File: src/core/abo_params.svh
// constants for the accumulator bit operation unit
`ifndef ABO_PARAMS_SVH
`define ABO_PARAMS_SVH
`define ABO_ACC_W       32
`define ABO_CNT_W       6
`define ABO_IDX_W       5
`define ABO_ACC_RESET   32'h0000_0000
`define ABO_BCD_DIGITS  8
`define ABO_BCD_STEPS   32
`endif

File: src/core/abo_pkg.sv
// types for the accumulator bit operation unit
`include "abo_params.svh"
package abo_pkg;
  typedef enum logic [3:0] {
    ABO_OP_NONE,
    ABO_OP_LOAD,
    ABO_OP_ROTATE_TOWARD_MSB,
    ABO_OP_ROTATE_TOWARD_LSB,
    ABO_OP_BIT_INDEX_ENCODE,
    ABO_OP_INDEX_TO_ONEHOT,
    ABO_OP_DECIMAL_TO_BINARY_CONVERT,
    ABO_OP_BINARY_TO_DECIMAL_CONVERT,
    ABO_OP_ONES_COMPLEMENT_OP
  } abo_op_t;
  typedef enum logic [1:0] {
    ABO_ST_IDLE,
    ABO_ST_TO_BIN,
    ABO_ST_TO_BCD
  } abo_state_t;
endpackage : abo_pkg

File: src/core/abo_conv_if.sv
// handshake between the unit and its decimal converter
`include "abo_params.svh"
interface abo_conv_if;
  logic                    start;
  logic                    to_bcd;
  logic [`ABO_ACC_W-1:0]   operand;
  logic                    done;
  logic [`ABO_ACC_W-1:0]   result;
  modport ctl (output start, output to_bcd, output operand, input done, input result);
  modport cvt (input start, input to_bcd, input operand, output done, output result);
endinterface : abo_conv_if

File: src/core/abo_dec_conv.sv
// serial packed-decimal and binary converter, one bit per clock
`include "abo_params.svh"
module abo_dec_conv
  import abo_pkg::*;
(
  // clock and reset
  input wire logic core_clk,
  input wire logic rst_b,
  // converter side
  abo_conv_if.cvt  cv
);
  // ----------------------------------------
  // converter state
  // ----------------------------------------
  logic [`ABO_ACC_W-1:0] bin_reg, bin_next;
  logic [`ABO_ACC_W-1:0] bcd_reg, bcd_next;
  logic [5:0]            step_reg, step_next;
  logic                  busy_reg, busy_next;
  logic                  mode_reg, mode_next;
  logic                  done_reg, done_next;
  logic [`ABO_ACC_W-1:0] tmp;

  // double dabble toward decimal, reverse dabble toward binary
  always_comb begin
    tmp       = '0;
    bin_next  = bin_reg;
    bcd_next  = bcd_reg;
    step_next = step_reg;
    busy_next = busy_reg;
    mode_next = mode_reg;
    done_next = 1'b0;
    if (cv.start && !busy_reg) begin
      busy_next = 1'b1;
      mode_next = cv.to_bcd;
      step_next = '0;
      bin_next  = cv.to_bcd ? cv.operand : '0;
      bcd_next  = cv.to_bcd ? '0 : cv.operand;
    end else if (busy_reg) begin
      if (mode_reg) begin
        tmp = bcd_reg;
        for (int d = 0; d < `ABO_BCD_DIGITS; d++) begin
          if (tmp[d*4 +: 4] > 4'h4) tmp[d*4 +: 4] = tmp[d*4 +: 4] + 4'h3;
        end
        bcd_next = {tmp[`ABO_ACC_W-2:0], bin_reg[`ABO_ACC_W-1]};
        bin_next = {bin_reg[`ABO_ACC_W-2:0], 1'b0};
      end else begin
        bin_next = {bcd_reg[0], bin_reg[`ABO_ACC_W-1:1]};
        tmp      = {1'b0, bcd_reg[`ABO_ACC_W-1:1]};
        for (int d = 0; d < `ABO_BCD_DIGITS; d++) begin
          if (tmp[d*4 +: 4] > 4'h7) tmp[d*4 +: 4] = tmp[d*4 +: 4] - 4'h3;
        end
        bcd_next = tmp;
      end
      step_next = step_reg + 6'd1;
      if (step_reg == 6'(`ABO_BCD_STEPS - 1)) begin
        busy_next = 1'b0;
        done_next = 1'b1;
      end
    end
  end

  // registers only
  always_ff @(posedge core_clk or negedge rst_b) begin
    if (!rst_b) begin
      bin_reg  <= '0;
      bcd_reg  <= '0;
      step_reg <= '0;
      busy_reg <= 1'b0;
      mode_reg <= 1'b0;
      done_reg <= 1'b0;
    end else begin
      bin_reg  <= bin_next;
      bcd_reg  <= bcd_next;
      step_reg <= step_next;
      busy_reg <= busy_next;
      mode_reg <= mode_next;
      done_reg <= done_next;
    end
  end

  assign cv.done   = done_reg;
  assign cv.result = mode_reg ? bcd_reg : bin_reg;
endmodule : abo_dec_conv

File: src/core/abo_unit.sv
// accumulator bit operation unit top
`include "abo_params.svh"
module abo_unit
  import abo_pkg::*;
(
  // clock and reset
  input  wire logic                  core_clk,
  input  wire logic                  rst_b,
  // command from the sequencer
  input  wire logic                  op_valid,
  input  wire abo_op_t               op_code,
  input  wire logic [`ABO_CNT_W-1:0] op_count,
  input  wire logic [`ABO_ACC_W-1:0] op_load_data,
  // results
  output logic                       op_busy,
  output logic                       op_done,
  output logic [`ABO_ACC_W-1:0]      acc,
  output logic                       operand_overflow_flag
);
  // ----------------------------------------
  // state
  // ----------------------------------------
  abo_state_t            state_reg, state_next;
  logic [`ABO_ACC_W-1:0] acc_reg, acc_next;
  logic                  ovf_reg, ovf_next;
  logic                  busy_reg, busy_next;
  logic                  done_reg, done_next;
  logic [`ABO_IDX_W-1:0] amt;
  logic [`ABO_IDX_W-1:0] low_idx;
  logic                  found;
  logic                  multi;

  abo_conv_if cv ();
  abo_dec_conv u_conv (.core_clk(core_clk), .rst_b(rst_b), .cv(cv));

  // a count of 32 rotates fully round, so only the low five bits matter
  // count of 1 to 32 accepted
  assign amt = op_count[`ABO_IDX_W-1:0];

  // lowest set bit search for encode
  always_comb begin
    low_idx = '0;
    found   = 1'b0;
    multi   = 1'b0;
    for (int i = 0; i < `ABO_ACC_W; i++) begin
      if (acc_reg[i]) begin
        if (found) multi = 1'b1;
        else begin
          low_idx = 5'(i);
          found   = 1'b1;
        end
      end
    end
  end

  // next accumulator, flag and sequencing
  always_comb begin
    state_next = state_reg;
    acc_next   = acc_reg;
    ovf_next   = ovf_reg;
    busy_next  = busy_reg;
    done_next  = 1'b0;
    cv.start   = 1'b0;
    cv.to_bcd  = 1'b0;
    cv.operand = acc_reg;
    case (state_reg)
      ABO_ST_IDLE: begin
        if (op_valid) begin
          done_next = 1'b1;
          case (op_code)
            ABO_OP_LOAD: acc_next = op_load_data;
            // bits leaving msb re-enter at lsb
            ABO_OP_ROTATE_TOWARD_MSB:
              acc_next = (acc_reg << amt) | (acc_reg >> (6'd32 - {1'b0, amt}));
            // bits leaving lsb re-enter at msb
            ABO_OP_ROTATE_TOWARD_LSB:
              acc_next = (acc_reg >> amt) | (acc_reg << (6'd32 - {1'b0, amt}));
            ABO_OP_BIT_INDEX_ENCODE: begin
              // five bit index in low bits
              acc_next = {27'h000_0000, low_idx};
              ovf_next = multi;
            end
            // low five bits give index modulo 32
            ABO_OP_INDEX_TO_ONEHOT:
              acc_next = 32'h0000_0001 << acc_reg[`ABO_IDX_W-1:0];
            ABO_OP_ONES_COMPLEMENT_OP: acc_next = ~acc_reg;
            ABO_OP_DECIMAL_TO_BINARY_CONVERT: begin
              cv.start   = 1'b1;
              done_next  = 1'b0;
              busy_next  = 1'b1;
              state_next = ABO_ST_TO_BIN;
            end
            ABO_OP_BINARY_TO_DECIMAL_CONVERT: begin
              cv.start   = 1'b1;
              cv.to_bcd  = 1'b1;
              done_next  = 1'b0;
              busy_next  = 1'b1;
              state_next = ABO_ST_TO_BCD;
            end
            default: done_next = 1'b1;
          endcase
        end
      end
      ABO_ST_TO_BIN, ABO_ST_TO_BCD: begin
        if (cv.done) begin
          acc_next   = cv.result;
          busy_next  = 1'b0;
          done_next  = 1'b1;
          state_next = ABO_ST_IDLE;
        end
      end
      default: state_next = ABO_ST_IDLE;
    endcase
  end

  // registers only
  always_ff @(posedge core_clk or negedge rst_b) begin
    if (!rst_b) begin
      state_reg <= ABO_ST_IDLE;
      acc_reg   <= `ABO_ACC_RESET;
      ovf_reg   <= 1'b0;
      busy_reg  <= 1'b0;
      done_reg  <= 1'b0;
    end else begin
      state_reg <= state_next;
      acc_reg   <= acc_next;
      ovf_reg   <= ovf_next;
      busy_reg  <= busy_next;
      done_reg  <= done_next;
    end
  end

  assign acc                   = acc_reg;
  assign operand_overflow_flag = ovf_reg;
  assign op_busy               = busy_reg;
  assign op_done               = done_reg;

  // ----------------------------------------
  // assertions
  // ----------------------------------------
  property p_rot_msb;
    @(posedge core_clk) disable iff (!rst_b)
    (op_valid && !busy_reg && op_code == ABO_OP_ROTATE_TOWARD_MSB && amt == 5'd1)
      |=> acc_reg == {$past(acc_reg[30:0]), $past(acc_reg[31])};
  endproperty
  a_rot_msb: assert property (p_rot_msb) else $error("rotate msb wrong");
  property p_rot_lsb;
    @(posedge core_clk) disable iff (!rst_b)
    (op_valid && !busy_reg && op_code == ABO_OP_ROTATE_TOWARD_LSB && amt == 5'd1)
      |=> acc_reg == {$past(acc_reg[0]), $past(acc_reg[31:1])};
  endproperty
  a_rot_lsb: assert property (p_rot_lsb) else $error("rotate lsb wrong");
  property p_rot_keep;
    @(posedge core_clk) disable iff (!rst_b)
    (op_valid && !busy_reg && (op_code == ABO_OP_ROTATE_TOWARD_MSB
      || op_code == ABO_OP_ROTATE_TOWARD_LSB)) |=> $countones(acc_reg) == $countones($past(acc_reg));
  endproperty
  a_rot_keep: assert property (p_rot_keep) else $error("rotate lost bits");
  property p_enc_top;
    @(posedge core_clk) disable iff (!rst_b)
    (op_valid && !busy_reg && op_code == ABO_OP_BIT_INDEX_ENCODE && acc_reg == 32'h8000_0000)
      |=> acc_reg == 32'h0000_001F && !ovf_reg;
  endproperty
  a_enc_top: assert property (p_enc_top) else $error("encode bit31 wrong");
  property p_enc_zero;
    @(posedge core_clk) disable iff (!rst_b)
    (op_valid && !busy_reg && op_code == ABO_OP_BIT_INDEX_ENCODE && acc_reg[31:1] == '0)
      |=> acc_reg == '0;
  endproperty
  a_enc_zero: assert property (p_enc_zero) else $error("encode zero wrong");
  property p_enc_multi;
    @(posedge core_clk) disable iff (!rst_b)
    (op_valid && !busy_reg && op_code == ABO_OP_BIT_INDEX_ENCODE && $countones(acc_reg) > 1)
      |=> ovf_reg && acc_reg[31:5] == '0;
  endproperty
  a_enc_multi: assert property (p_enc_multi) else $error("encode multi wrong");
  property p_flag_hold;
    @(posedge core_clk) disable iff (!rst_b)
    !(op_valid && !busy_reg && op_code == ABO_OP_BIT_INDEX_ENCODE) |=> $stable(ovf_reg);
  endproperty
  a_flag_hold: assert property (p_flag_hold) else $error("flag changed");
  property p_dec;
    @(posedge core_clk) disable iff (!rst_b)
    (op_valid && !busy_reg && op_code == ABO_OP_INDEX_TO_ONEHOT)
      |=> acc_reg == (32'h0000_0001 << $past(acc_reg[4:0]));
  endproperty
  a_dec: assert property (p_dec) else $error("decode wrong");
  property p_inv;
    @(posedge core_clk) disable iff (!rst_b)
    (op_valid && !busy_reg && op_code == ABO_OP_ONES_COMPLEMENT_OP) |=> acc_reg == ~$past(acc_reg);
  endproperty
  a_inv: assert property (p_inv) else $error("invert wrong");
  property p_conv_end;
    @(posedge core_clk) disable iff (!rst_b)
    (op_valid && !busy_reg && (op_code == ABO_OP_DECIMAL_TO_BINARY_CONVERT
      || op_code == ABO_OP_BINARY_TO_DECIMAL_CONVERT)) |=> op_busy ##[1:34] op_done;
  endproperty
  a_conv_end: assert property (p_conv_end) else $error("convert hung");
  property p_bcd_9;
    @(posedge core_clk) disable iff (!rst_b)
    (op_valid && !busy_reg && op_code == ABO_OP_BINARY_TO_DECIMAL_CONVERT && acc_reg == 32'h0000_0063)
      |=> ##33 acc_reg == 32'h0000_0099;
  endproperty
  a_bcd_9: assert property (p_bcd_9) else $error("bcd wrong");
  // result shapes of decode and encode, and refusal while converting
  property p_dec_one;
    @(posedge core_clk) disable iff (!rst_b)
    (op_valid && !busy_reg && op_code == ABO_OP_INDEX_TO_ONEHOT) |=> $onehot(acc_reg);
  endproperty
  a_dec_one: assert property (p_dec_one) else $error("decode not one-hot");
  property p_enc_low;
    @(posedge core_clk) disable iff (!rst_b)
    (op_valid && !busy_reg && op_code == ABO_OP_BIT_INDEX_ENCODE) |=> acc_reg[31:5] == '0;
  endproperty
  a_enc_low: assert property (p_enc_low) else $error("encode high bits set");
  property p_busy_drop;
    @(posedge core_clk) disable iff (!rst_b)
    (busy_reg && $past(busy_reg)) |-> $stable(acc_reg) && !op_done;
  endproperty
  a_busy_drop: assert property (p_busy_drop) else $error("command taken while busy");
  c_multi: cover property (@(posedge core_clk) ovf_reg);
  c_conv: cover property (@(posedge core_clk) state_reg == ABO_ST_TO_BCD && cv.done);
  c_rot32: cover property (@(posedge core_clk) op_valid && amt == 5'd0);
endmodule : abo_unit

File: config.mk
export PLATFORM = sky130hd
export DESIGN_NAME = abo_unit
export DESIGN_NICKNAME = d
export VERILOG_FILES = /design/src/core/abo_pkg.sv /design/src/core/abo_conv_if.sv /design/src/core/abo_dec_conv.sv /design/src/core/abo_unit.sv
export VERILOG_INCLUDE_DIRS = /design/src /design/src/core
export SDC_FILE = /design/constraint.sdc
export NUM_CORES = 1
export LEC_CHECK = 0
export CORE_UTILIZATION = 40
export CTS_BUF_LIST = sky130_fd_sc_hd__clkbuf_4 sky130_fd_sc_hd__clkbuf_8 sky130_fd_sc_hd__clkbuf_16
export DETAILED_ROUTE_END_ITERATION = 8
export DONT_BUFFER_PORTS = 1
export SLEW_MARGIN = 15
export SYNTH_ARGS = -nofsm -noshare
export SYNTH_HDL_FRONTEND = slang
export SYNTH_SLANG_ARGS = --single-unit
File: constraint.sdc
create_clock -name core_clk -period 2.3 [get_ports core_clk]
set_input_delay 0.46 -clock core_clk [delete_from_list [all_inputs] [get_ports core_clk]]
set_output_delay 0.46 -clock core_clk [all_outputs]
set_load 0.05 [all_outputs]
-- After elaboration in Yosys (flattened, before gate mapping)
Index checks and enable logic that the tools add are counted.
- add/sub/neg operators: 17
- magnitude comparators: 15
- eq/ne operators: 16
- shift-type cells: 5
- muxes and demuxes: 209
- bitwise operators: 3
- reduce and logical (&&, ||, !) cells: 11
- operators by type and width (cell ; count):
    two-way mux 32 bit ; 11
    two-way mux 5 bit ; 60
    case mux 32 bit (6 select lines) ; 1
    two-way mux 1 bit ; 113
    bitwise OR 32 bit ; 2
    case mux 32 bit (2 select lines) ; 1
    greater-than comparator 4 x 3 -> 1 bit (second input constant) ; 15
    two-way mux 4 bit ; 14
    inverter 32 bit ; 1
    left shift 1 x 5 -> 32 bit (first input constant) ; 1
    left shift 32 x 5 -> 32 bit ; 1
    left shift 32 x 6 -> 32 bit ; 1
    >> shifter 32 x 5 -> 32 bit ; 1
    >> shifter 32 x 6 -> 32 bit ; 1
    adder 4 x 2 -> 4 bit (second input constant) ; 7
    subtractor 4 x 2 -> 4 bit (second input constant) ; 7
    equality test 4 x 3 -> 1 bit (second input constant) ; 4
    two-way mux 6 bit ; 2
    equality test 4 x 2 -> 1 bit (second input constant) ; 2
    case mux 2 bit (2 select lines) ; 2
    AND reduction 4 bit ; 2
    inequality test 7 x 1 -> 1 bit (second input constant) ; 1
    adder 6 x 1 -> 6 bit (second input constant) ; 1
    equality test 6 x 5 -> 1 bit (second input constant) ; 1
    other kinds (18) ; 24
- register bits: 110
- input port bits: 45
- output and inout bits: 35

-- Logic depth before layout (Yosys ltp)
- depth after elaboration: 66
- gate-level depth with buffers: 16
- mapped depth without buffers: 9

-- Cells and area by module
A second synthesis with hierarchy kept.
- cell total of the unflattened synthesis: 2069
- area total of the unflattened synthesis: 16517.1 µm²
- by module, submodules not included (module ; times used ; cells each ; area each (µm²)):
    abo_unit ; 1 ; 1377 ; 10923.0
    abo_dec_conv ; 1 ; 692 ; 5594.1

-- Worst setup path before layout
OpenSTA, ideal clock, no wires.
- path type: input to register
- start point: in op_count[1]
- end point: reg acc_reg[12] (netlist: acc[12])
- library setup time: 129 ps
- arrival time: 3391 ps
- slack: -1219 ps
- stages: 11
- path buffers: 3
- cell sequence: inv_2 buf_1 clkbuf_1 ha_1 buf_2 xor2_4 mux4_2 mux2_4 a221o_1 a221oi_2 o21ai_1
- cells in the longest elaborated chain, start to end: 6
- elaborated cells on any way between the ends: 10
- those cells by class: add/sub (1); shift (4); mux (3); bitwise (2)
- ends and longest elaborated chain (element ; line ; RTL):
    from (decl) ; abo_unit.sv:12 ; input wire logic [`ABO_CNT_W-1:0] op_count,
    subtractor 6 x 5 -> 6 bit ; abo_unit.sv:74, abo_unit.sv:77 ;
    left shift 32 x 6 -> 32 bit / >> shifter 32 x 6 -> 32 bit (equally long branches) ; abo_unit.sv:77, abo_unit.sv:74 ;
    bitwise OR 32 bit, on equally long branches ; abo_unit.sv:77, abo_unit.sv:74 ;
    case mux 32 bit (6 select lines) (*) ; abo_unit.sv:70 ; case (op_code)
    two-way mux 32 bit (*) ; abo_unit.sv:68 ; if (op_valid) begin
    case mux 32 bit (2 select lines) (*) ; abo_unit.sv:66 ; case (state_reg)
    to (signal assigned) ; abo_unit.sv:120 ; acc_reg <= `ABO_ACC_RESET;
    to (signal assigned) ; abo_unit.sv:126 ; acc_reg <= acc_next;
    to (decl) ; abo_unit.sv:24 ; logic [`ABO_ACC_W-1:0] acc_reg, acc_next;
Every way passes the cells marked *; elsewhere a longest branch is shown, timed or not. The select of a mux whose other input is x is not followed.
A chain may end at the register's enable or synchronous reset.

-- Worst setup path after layout
- start point: reg acc_reg[3] (netlist: acc[3])
- end point: reg acc_reg[8] (netlist: acc[8])
- cells in the longest elaborated chain, start to end: 5
- elaborated cells on any way between the ends: 10
- those cells by class: shift (5); mux (3); bitwise (2)
- ends and longest elaborated chain (element ; line ; RTL):
    left shift 32 x 6 -> 32 bit, or another cell as far along ; abo_unit.sv:77 ; acc_next = (acc_reg >> amt) | (acc_reg << (6'd32 - {1'b0, amt}));
    bitwise OR 32 bit, on equally long branches ; abo_unit.sv:77, abo_unit.sv:74 ;
    case mux 32 bit (6 select lines) (*) ; abo_unit.sv:70 ;
    two-way mux 32 bit (*) ; abo_unit.sv:68 ;
    case mux 32 bit (2 select lines) (*) ; abo_unit.sv:66 ;
Marked as above.

==> metrics.txt <==
status complete, but fails checks; violated checks hold timing, setup timing; GRT Util Overall 45.3%; # H-tree levels 3; flop-to-flop setup slack -0.40 ns; synthesized flop and latch total 110; Setup crit start kind flip-flop; final antenna-violating net count 0; row count 72; Fin Hold WS -0.250 ns; r2r endpoint acc[8]; Setup Viol. Count Final 33; RSZ-0062 raised after global routing yes; pre-CTS setup slack -0.673 ns; WS Path Type reg -> reg; post-route cell area 22300 sq um; clock sinks 110; Synth top cells by count 264 x a21oi_1, 173 x nand2_1, 164 x clkbuf_1; Worst path max stage delay 0.46 ns; Slew headroom 45.7%; Die H 202 microns; clk root buf clkbuf_16; DRC errors left 0; vias per cell 6.76; Hold Crit Class in -> async; via count 20165; most numerous cell in the Yosys netlist a21oi_1; Syn Area/Cell 7.72 sq um; Wirelength per Cell 31.3 microns; clk slew on worst S/H paths 0.09 ns; Fin. Hold Viols 110; Setup TNS Final -7.28 ns; asr flop ratio synth 100%; largest net degree at the start of global routing 130; Setup Skew 0.0266 ns; share of cells above drive strength 1 39.3%; Area Growth Syn to Fin 39.6%; Reg2Reg Launch Point acc[3]; Yosys Warn Count 0; CP Data Arrival Time 2.96 ns; GRT overflow 0; DP HPWL 71.1 mm; leading area contributor after synthesis dfrtp_1; CP bufs+invs 3; Worst path slowest cell mux4_2; clock latency on the worst-skew pair 0.41 ns; number of flops mapped to enable cells by yosys 0; leakage dissipation 9.34 nW; Mapped Nets 2145; TritonCTS Buffers 9; Non-Filler Instances 2983; Final min period 2.70 ns; synthesized cell area 16000 sq um; initial antenna violation count 4; peak supply drop 0.000894 V; Crit path depth 9; IO Port Bufs 0; placer congestion estimate 1.05; Setup WS post-layout -0.397 ns; Most common cell on crit path buf_6; Placed Area 20300 sq um; depth of the most critical reg-to-reg path 9; worst-path cell chain buf_12, buf_6, mux2_4, buf_6, mux4_2, a32oi_1, o211ai_1, a221oi_1, o221ai_1; full die area 40700 sq um; final period utilization 117%; CP Capture Type flip-flop; fmax 371 MHz; Max Slew Vio Count 0; I/O pins 80; die width 202 microns; initial core utilization 40.9%; Data required, critical path 2.56 ns; synthesized instance count 2067; sequential area share after synthesis 17.3%; worst-margin pin slew 0.811 ns; DR pass1 iterations 5; fin nets 2536; CTS tree built; area share of the leading cell type in the synthesized netlist 17.3%; ranking of synthesized cells by area dfrtp_1 17%, mux2i_1 10%, mux4_2 9.5%; max-cap violations 0; clk buf depth 2; DR iter-0 viols 2806; Placed Cells 2917; first-pass GRT wire length 135 mm; Top delay family on crit path compound AO/OA/AOI/OAI gates; routed wire length 93.4 mm; Yosys cell types 85; vias in the first global route 19045; prevailing post-synth register cell dfrtp_1; CORE AREA 39000 sq um; PD cells 1390 nW/um^2; critical path peak fanout 4
[timing repair]
action	CTS	global route
setup buffers	36	16
pin swaps	59	53
endpoints found under the setup margin	33	33
cloned	2	0
resized for setup	214	90
hold endpoints to repair	110	110
[routing by layer]
| layer | GRT usage, % | vias up | routed length, microns |
|---|---|---|---|
| met5 | 0.714 | - | 26 |
| met4 | 20.0 | 4 | 5110 |
| met3 | 12.7 | 264 | 11700 |
| met2 | 65.5 | 1441 | 38500 |
| met1 | 62.3 | 9853 | 38200 |
| li1 | - | 8603 | - |
[worst max path at each step]
| stage | end | start |
|---|---|---|
| after CTS | operand_overflow_flag | acc[15] |
| after floorplan | acc[12] | op_count[0] |
| after detailed placement | acc[20] | op_count[0] |
| final | acc[8] | acc[3] |
| after global routing | acc[8] | acc[3] |
| after global placement | acc[24] | op_count[0] |
[area by class of cell]
| class | count | area, sq um |
|---|---|---|
| clock buffer | 9 | 225 |
| clock inverter | 7 | 57.6 |
| timing repair buffer | 617 | 5250 |
| fill | 3710 | 16700 |
| multi-input combinational | 1666 | 13100 |
| tap | 518 | 648 |
| sequential | 110 | 2790 |
| antenna | 2 | 5.00 |
| inverter | 54 | 206 |
[layout by cell type, fill, tap and decap left out, types with 13 or more instances in the layout]
cell / instances
buf_4: 531
a21oi_1: 244
nand2_1: 168
nor2_1: 156
mux2i_1: 131
dfrtp_1: 86
a211oi_1: 75
nor3_1: 73
o21ai_0: 70
mux4_2: 69
buf_6: 50
and3_1: 48
o211ai_1: 48
mux2_2: 46
inv_1: 45
buf_12: 34
nor2b_1: 32
o22ai_1: 32
ha_1: 30
nand3_1: 29
a31oi_1: 24
dfrtp_2: 22
o21ai_1: 21
xnor2_1: 20
o221ai_1: 19
a21oi_2: 16
mux2i_2: 15
nand2b_1: 14
mux2_4: 14
mux2i_4: 13
[power breakdown]
part / total [mW] / internal (mW) / leakage [nW] / switching (mW)
sequential: 4.87 / 2.96 / 1.29 / 1.91
clock: 1.71 / 0.755 / 0.139 / 0.958
combinational: 24.5 / 10.9 / 7.91 / 13.6
[worst reg2reg max path: stages, from the launching register on]
cell and delay, ns:
dfrtp_2 0.45, buf_12 0.15, buf_6 0.11, mux2_4 0.29, buf_6 0.13, mux4_2 0.46, a32oi_1 0.20, o211ai_1 0.24
a221oi_1 0.36, o221ai_1 0.17
[stage by stage]
| step | utilization (%) | total power, mW |
|---|---|---|
| after detailed placement | 52.1 | 26.0 |
| after CTS | 55.7 | 29.4 |
| after global routing | 57.1 | 32.4 |
| final | 57.1 | 31.0 |
| after global placement | 52.1 | 25.8 |
| after floorplan | - | 16.0 |
[kinds of logic (layout without fill, tap and decap cells)]
| kind of cell | after synthesis | count (layout) | synth area share, % |
|---|---|---|---|
| other | 0 | 2 | 0 |
| buffers and inverters | 291 | 687 | 7.76 |
| adders and majority gates | 35 | 35 | 2.72 |
| xor gates and xnor gates | 34 | 34 | 1.98 |
| and+or+nand+nor | 612 | 612 | 18.4 |
| DFF | 110 | 110 | 17.3 |
| muxes | 288 | 288 | 24.0 |
| AOI/OAI and AO/OA | 697 | 697 | 27.8 |
(Power assumes the default switching activity.)
